--- config.mk ---
export PLATFORM = sky130hd
export DESIGN_NAME = flash_por_state
export DESIGN_NICKNAME = d
export VERILOG_FILES = /design/src/flash_por_pkg.sv /design/src/flash_por_state.sv
export SDC_FILE = /design/constraint.sdc
export NUM_CORES = 1
export LEC_CHECK = 0
export BUFFER_PORTS_ARGS = -buffer_cell sky130_fd_sc_hd__buf_2
export CORE_MARGIN = 5
export CORE_UTILIZATION = 55
export DETAILED_ROUTE_END_ITERATION = 7
export PLACE_DENSITY = 0.74
export SKIP_CTS_REPAIR_TIMING = 1
export SLEW_MARGIN = 30
export SYNTH_ARGS = -nofsm -noshare
export SYNTH_HDL_FRONTEND = slang
export SYNTH_SLANG_ARGS = --single-unit
--- constraint.sdc ---
create_clock -name sys_clk -period 2.45 [get_ports sys_clk]
set_input_delay 0.49 -clock sys_clk [delete_from_list [all_inputs] [get_ports sys_clk]]
set_output_delay 0.49 -clock sys_clk [all_outputs]
set_load 0.01 [all_outputs]
--- src/flash_por_pkg.sv ---
// Operation
// RULE_01 - After power-up or any reset the interface runs in clock mode 3.
// RULE_02 - After power-up or reset the serial output stays high impedance.
// RULE_03 - An instruction starts only after a chip-select falling edge.
// RULE_04 - Each chip-select fall samples idle clock: high gives mode 3, low mode 0.
// RULE_05 - Host keeps chip select high 70 us after supply is good.
// RULE_06 - While internal power-on reset holds, all commands are ignored.
// RULE_07 - Release of power-on reset puts the device in standby.
// RULE_08 - First program or erase after power-up waits an internal delay of 5 ms.
// RULE_09 - Detected clock mode holds for the whole transaction until the next fall.
package flash_por_pkg;
    localparam int unsigned clk_period_ns = 4;
    localparam int unsigned supply_to_select_wait_us = 70;
    localparam int unsigned first_write_power_up_delay_ms = 5;
    localparam int unsigned first_write_power_up_cycles =
        first_write_power_up_delay_ms * 1000000 / clk_period_ns;
    localparam logic mode_after_reset = 1'b1;

    typedef enum logic [1:0] {
        st_reset,
        st_standby,
        st_active
    } por_state_t;

    typedef struct packed {
        logic select_n;
        logic sclk;
        logic sdi;
    } spi_pins_t;

    typedef struct packed {
        logic instr_start;
        logic mode3;
        logic in_transaction;
        logic write_allowed;
    } por_status_t;
endpackage

--- src/flash_por_state.sv ---
module flash_por_state #(
    parameter int unsigned power_up_cycles = flash_por_pkg::first_write_power_up_cycles
) (
    input wire logic sys_clk,
    input wire logic reset_n,
    input wire logic por_active,
    input wire flash_por_pkg::spi_pins_t pins,
    input wire logic write_request,
    output flash_por_pkg::por_status_t status,
    output logic write_start,
    output logic sdo,
    output logic sdo_oe,
    output logic standby
);
    flash_por_pkg::spi_pins_t meta;
    flash_por_pkg::spi_pins_t sync;
    logic prev_select_n;
    logic por_meta;
    logic por_sync;
    logic [31:0] delay_count;
    logic delay_done;
    logic first_pending;
    flash_por_pkg::por_state_t state;
    logic select_fall;
    logic in_reset;
    logic instr_start;
    logic mode3;
    logic in_transaction;
    logic write_allowed;

    // Every pin goes through two flops; only the second stage feeds logic.
    always_ff @(posedge sys_clk) begin
        if (!reset_n) begin
            meta <= '1;
            sync <= '1;
            por_meta <= 1'b1;
            por_sync <= 1'b1;
        end else begin
            meta <= pins;
            sync <= meta;
            por_meta <= por_active;
            por_sync <= por_meta;
        end
    end

    always_ff @(posedge sys_clk) begin
        if (!reset_n) begin
            prev_select_n <= 1'b1;
        end else begin
            prev_select_n <= sync.select_n;
        end
    end

    assign in_reset = por_sync;
    assign select_fall = prev_select_n && !sync.select_n;

    // An instruction opens only on a select fall seen while idle in standby.
    function automatic logic fall_accepted(
        input flash_por_pkg::por_state_t cur,
        input logic fall
    );
        return cur == flash_por_pkg::st_standby && fall;
    endfunction

    // Each status field lives in its own flop so that no field has two driving processes.
    assign status = {instr_start, mode3, in_transaction, write_allowed};

    // Reset-time state resolves first; a fall seen during reset is dropped on purpose.
    always_ff @(posedge sys_clk) begin
        if (!reset_n) begin
            state <= flash_por_pkg::st_reset;
        end else begin
            case (state)
                flash_por_pkg::st_reset: begin
                    if (!in_reset) begin
                        state <= flash_por_pkg::st_standby; // RULE_07
                    end
                end
                flash_por_pkg::st_standby: begin
                    if (in_reset) begin
                        state <= flash_por_pkg::st_reset; // RULE_06
                    end else if (select_fall) begin
                        state <= flash_por_pkg::st_active; // RULE_03
                    end
                end
                flash_por_pkg::st_active: begin
                    if (in_reset) begin
                        state <= flash_por_pkg::st_reset; // RULE_06
                    end else if (sync.select_n) begin
                        state <= flash_por_pkg::st_standby;
                    end
                end
                default: begin
                    state <= flash_por_pkg::st_reset;
                end
            endcase
        end
    end

    always_ff @(posedge sys_clk) begin
        if (!reset_n || in_reset) begin
            mode3 <= flash_por_pkg::mode_after_reset; // RULE_01
        end else if (fall_accepted(state, select_fall)) begin
            mode3 <= sync.sclk; // RULE_04 RULE_09
        end
    end

    always_ff @(posedge sys_clk) begin
        if (!reset_n || in_reset) begin
            instr_start <= 1'b0;
            in_transaction <= 1'b0;
        end else begin
            instr_start <= fall_accepted(state, select_fall); // RULE_03
            in_transaction <= state == flash_por_pkg::st_active && !sync.select_n;
        end
    end

    // The counter restarts from power-on reset, so the wait covers each power-up.
    always_ff @(posedge sys_clk) begin
        if (!reset_n || in_reset) begin
            delay_count <= 32'h0000_0000;
            delay_done <= 1'b0;
        end else if (!delay_done) begin
            if (delay_count == power_up_cycles - 1) begin
                delay_done <= 1'b1; // RULE_08
            end
            delay_count <= delay_count + 32'h0000_0001;
        end
    end

    // Every program or erase requested between power-on reset release and the delay end is held back; they park as one start until the delay ends.
    always_ff @(posedge sys_clk) begin
        if (!reset_n || in_reset) begin
            first_pending <= 1'b0;
            write_start <= 1'b0;
            write_allowed <= 1'b0;
        end else begin
            write_allowed <= delay_done;
            write_start <= 1'b0;
            if (write_request && !delay_done) begin
                first_pending <= 1'b1;
            end else if (delay_done && (first_pending || write_request)) begin
                write_start <= 1'b1; // RULE_08
                first_pending <= 1'b0;
            end
        end
    end

    // No read path lives here, so the output pin is never driven.
    always_ff @(posedge sys_clk) begin
        if (!reset_n) begin
            sdo <= 1'b0;
            sdo_oe <= 1'b0; // RULE_02
            standby <= 1'b0;
        end else begin
            sdo <= 1'b0;
            sdo_oe <= 1'b0; // RULE_02
            standby <= state == flash_por_pkg::st_standby; // RULE_07
        end
    end

    // The start check looks at the synchronised pin itself, not at the edge detector.
    a_mode_reset_default: assert property ( // RULE_01
        @(posedge sys_clk) disable iff (!reset_n)
        $past(in_reset) |-> status.mode3)
        else $error("mode not 3 after reset");

    a_output_hiz: assert property ( // RULE_02
        @(posedge sys_clk) disable iff (!reset_n)
        !sdo_oe)
        else $error("serial output driven");

    a_start_needs_fall: assert property ( // RULE_03
        @(posedge sys_clk) disable iff (!reset_n)
        status.instr_start |-> $past(sync.select_n, 2) && !$past(sync.select_n)
            && $past(state) == flash_por_pkg::st_standby)
        else $error("start without select fall");

    a_start_one_cycle: assert property ( // RULE_03
        @(posedge sys_clk) disable iff (!reset_n)
        status.instr_start |=> !status.instr_start)
        else $error("start pulse longer than one cycle");

    a_mode_sampled_clock: assert property ( // RULE_04
        @(posedge sys_clk) disable iff (!reset_n || in_reset)
        status.instr_start |-> status.mode3 == $past(sync.sclk))
        else $error("mode not taken from idle clock");

    a_reset_blocks_cmd: assert property ( // RULE_06
        @(posedge sys_clk) disable iff (!reset_n)
        in_reset |=> !status.instr_start && !write_start)
        else $error("command accepted in reset");

    a_reset_holds_state: assert property ( // RULE_06
        @(posedge sys_clk) disable iff (!reset_n)
        in_reset |=> state == flash_por_pkg::st_reset)
        else $error("state left reset during power-on reset");

    a_standby_after_por: assert property ( // RULE_07
        @(posedge sys_clk) disable iff (!reset_n)
        $fell(in_reset) |-> ##[1:2] standby)
        else $error("no standby after reset release");

    a_standby_not_busy: assert property ( // RULE_07
        @(posedge sys_clk) disable iff (!reset_n)
        standby |-> !status.in_transaction)
        else $error("standby shown during a transaction");

    a_write_waits_delay: assert property ( // RULE_08
        @(posedge sys_clk) disable iff (!reset_n)
        write_start |-> $past(delay_done))
        else $error("write before power-up delay");

    a_write_count_done: assert property ( // RULE_08
        @(posedge sys_clk) disable iff (!reset_n)
        write_start |-> delay_count == power_up_cycles)
        else $error("write before full delay count");

    a_pending_issued: assert property ( // RULE_08
        @(posedge sys_clk) disable iff (!reset_n || in_reset)
        delay_done && first_pending |=> write_start)
        else $error("parked write not issued");

    a_mode_held_frame: assert property ( // RULE_09
        @(posedge sys_clk) disable iff (!reset_n || in_reset)
        (state == flash_por_pkg::st_active && $past(state) == flash_por_pkg::st_active)
        |-> $stable(status.mode3))
        else $error("mode changed mid transaction");

    a_mode_only_on_start: assert property ( // RULE_09
        @(posedge sys_clk) disable iff (!reset_n)
        $changed(status.mode3) |-> status.instr_start || $past(in_reset))
        else $error("mode changed without a new instruction");
endmodule

* After elaboration in Yosys (flattened, before gate mapping) *
Cells that the tools add are included.

storage, ports and cells
  memories = 0
  bits in read-only memories = 0
  bits in registers = 49
  latch bits = 0
  memory bits (writable) = 0
  logic and storage cells = 49
  input port bits = 7

operators by class
  multipliers = 0
  $lt $le $gt $ge = 0
  $add $sub $neg = 1
  equal/unequal tests = 6
  shift-type cells = 0
  bitwise operators = 0
  reductions and logical operators = 14
  multiplexer cells = 11
  div/mod/pow operators = 0

operators with widths
  operator                                               number
  adder 32 x 1 -> 32 bit, second input constant          1
  equality test 32 x 21 -> 1 bit, second input constant  1
  two-way mux 2 bit                                      5
  inequality test 3 bit, second input constant           2
  one-hot mux 2 bit (3 select lines)                     1
  logical AND 1 bit                                      5
  two-way mux 1 bit                                      5
  logical NOT 1 bit                                      3
  AND reduction 3 bit                                    1
  equality test 2 x 1 -> 1 bit, second input constant    1
  equality test 2 bit, second input constant             1
  logical NOT 2 bit                                      1
  logical OR 1 bit                                       2
  inequality test 2 bit, second input constant           1
  nonzero test 2 bit                                     1
  OR reduction 2 bit                                     1

* Logic depth before layout (Yosys ltp) *
  depth after elaboration = 5
  mapped depth = 6

* Least setup slack after synthesis *
No wires, ideal clock.

  kind = register to register
  start = register delay_count[0]
  end = register delay_count[18]
  path buffers = 1
  cell stages (with the launch flop) = 7
  library setup time = 0.070 ns
  slack = 0.751 ns
  arrival time = 1.628 ns
  path through = dfxtp_1 -> ha_1 -> and3b_1 -> clkbuf_1 -> nand3_1 -> or4_1 -> a21oi_1

between the ends
  cells in the longest elaborated chain, start to end = 1

ends and longest elaborated chain
  what                    line                    text
  from (decl)             flash_por_state.sv:20   logic [31:0] delay_count;
  from (signal assigned)  flash_por_state.sv:127  delay_count <= delay_count + 32'h0000_0001;
  adder 32 x 1 -> 32 bit  flash_por_state.sv:127

Every way passes these cells.
A chain may end at the register's enable or synchronous reset.

* Worst setup path in the final report *
  start = register delay_count[4]
  end = register delay_count[17]

Same word-level chain as after synthesis.

==> out/qor.txt <==
synth unique cells - 40
RePlAce Congestion - 0.831
status - complete, no violations
Worst setup SP type - flip-flop
I/O pins - 15
CP required - 2690 ps
Vias - 1743
most common cell in the synthesized netlist - dfxtp_1
Reg clk slew, reported paths - 90 ps
Detail Route Antenna Nets - 0
worst path arrival time - 2180 ps
largest buffer count on any clock path - 2
Area after DPL - 2240 um^2
Max Transition Viols Final - 0
first-pass GRT wire length - 7.76 mm
CP Capture Type - flip-flop
DRT iter0 DRCs - 98
initial antenna violation count - 0
drt total wl - 4.31 mm
setup TNS - 0 ps
Placed Cells - 290
Max-cap violations - 0
Final nets - 255
Place WS - 524 ps
Layout Skew - 3.34 ps
Synth async-reset ratio - 0%
FF+latch count, synth - 49
Yosys top cell area share - 44.4%
routed vias/inst - 5.85
port bufs - 11
layout cells sized above 1 - 10.5%
GRT Util Overall - 18.4%
CTS tree - done
Setup Crit Path Kind - flip-flop to flip-flop
cts bufs inserted - 5
Worst slew margin - 63.2%
Initial DRT Pass Iterations - 4
htree depth - 2
GR Overflow Total - 0
Leak - 0.000762 uW
CTS Sinks - 49
FMAX - 516 MHz
number of global-route vias before repair - 1658
fin crit period - 1940 ps
clk root buf - clkbuf_8
PD cells - 601 nW/um^2
Die Height - 73.4 um
largest net degree at the start of global routing - 19
register area share after synthesis - 44.4%
Syn Inst Count - 243
post-route design area - 2360 um^2
# setup viols final - 0
Hold Path Class - primary input to flip-flop
synth warn - 0
n_diodes - 0
post-route DRC violation count - 0
number of hold violations in the final report - 0
synth cell count leaders - dfxtp_1, a21oi_1, nor2_1, nand2_1, nand3_1
Starting Density - 56.1%
Post-synth EDFFs - 0
syn_area_per_cell - 9.10 um^2
peak fanout along the critical path - 11
Die Wd - 73.4 um
Wirelength per Cell - 14.5 um
final non-filler cell total - 298
detailed placer's ending HPWL - 3.02 mm
area grow syn2layout - 6.56%
Max VDD drop - 0.360 mV
RSZ-0062 raised after global routing - no
Synth area leaders - dfxtp_1, o31ai_1, or4_1, a21oi_1, nand2b_1
period utilization - 79.0%
most area-hungry cell type in the Yosys netlist - dfxtp_1
Least-Margin Pin Slew - 551 ps
Worst-Skew Late Latency - 310 ps
Core Area - 3940 um^2
Final Worst Setup Slack - 514 ps
Die Area - 5390 um^2
Final Power - 1420 uW
final-layout fill cell count - 351
Row Count - 23
ys flop type - dfxtp_1
cell area after synthesis - 2210 um^2
[registers in the layout (all words and copies together), names as in the netlist]
register and cells:
delay_count 32, meta 2, state 2, sync 2, delay_done 1, first_pending 1, in_reset 1, in_transaction 1
instr_start 1, mode3 1, por_meta 1, prev_select_n 1, standby 1, write_allowed 1, write_start 1
[cells in the final DEF (no fill, tap or decap), types with 7 or more instances in the layout]
master    count
a21oi_1      16
buf_2        11
dfxtp_1      49
nand2_1      13
nand2b_1     12
nand3_1      13
nand4_1      11
nor2_1       15
nor4_1        7
o31ai_1      12
or4_1        12
xor2_1        8
[power by group]
part	total (uW)	internal, uW	switching [uW]
Sequential	806	802	3.36
Combinational	22.7	9.56	13.1
Clock	588	306	282
[worst max-delay path: stages, from the launching register on]
cell	delay (ps)
dfxtp_1	440
and3_1	450
nand3_2	280
or4_1	530
a21oi_1	160
[metrics by stage]
| stage | utilization, % | hold WS, ps |
|---|---|---|
| 2_1_floorplan | - | 386 |
| 3_3_place_gp | 56.8 | 388 |
| 3_5_place_dp | 56.8 | 396 |
| 4_1_cts | 59.8 | 349 |
| 5_1_grt | 59.8 | 359 |
| 6_report | 59.8 | 357 |
[cell families (layout without fill, tap and decap cells)]
kind of cell | Yosys count | count (layout) | share of synthesized area (%)
AND/OR/NAND/NOR | 116 | 116 | 31.8
AO/OA/AOI/OAI | 40 | 40 | 11.4
adder cells (fa/ha/maj) | 1 | 1 | 0.566
XOR/XNOR | 13 | 13 | 5.15
other | 1 | 2 | 0.170
multiplexers | 2 | 2 | 0.906
buffers and inverters | 21 | 25 | 5.66
flip-flops | 49 | 49 | 44.4
[layout make-up]
type                            count  area [um^2]  share of cell area [%]
Timing Repair Buffer               14         77.6                    3.29
Clock buffer                        5         68.8                    2.92
Multi-Input combinational cell    174         1110                    47.1
Clock inverter                      3         46.3                    1.96
Sequential cell                    49          981                    41.6
Inverter                            3         11.3                   0.478
Tap cell                           50         62.6                    2.66
[worst paths after layout]
path,from,to,slack (ps),cells past startpoint
hold / removal,pins[2],meta[2],360,2
setup / recovery,delay_count[4],delay_count[17],510,4
hold reg to reg,meta[2],sync[2],420,1
setup reg to reg,delay_count[4],delay_count[17],510,4
[per-layer routing]
metal | vias to the layer above | track usage (%) | part of all wire, %
met5 | - | 0 | 0
met4 | 0 | 7.65 | 1.7
met3 | 8 | 5.20 | 4.2
met2 | 30 | 28.0 | 43
met1 | 809 | 24.5 | 51
li1 | 896 | - | -
No activity file was read; power rests on OpenSTA's default activity.
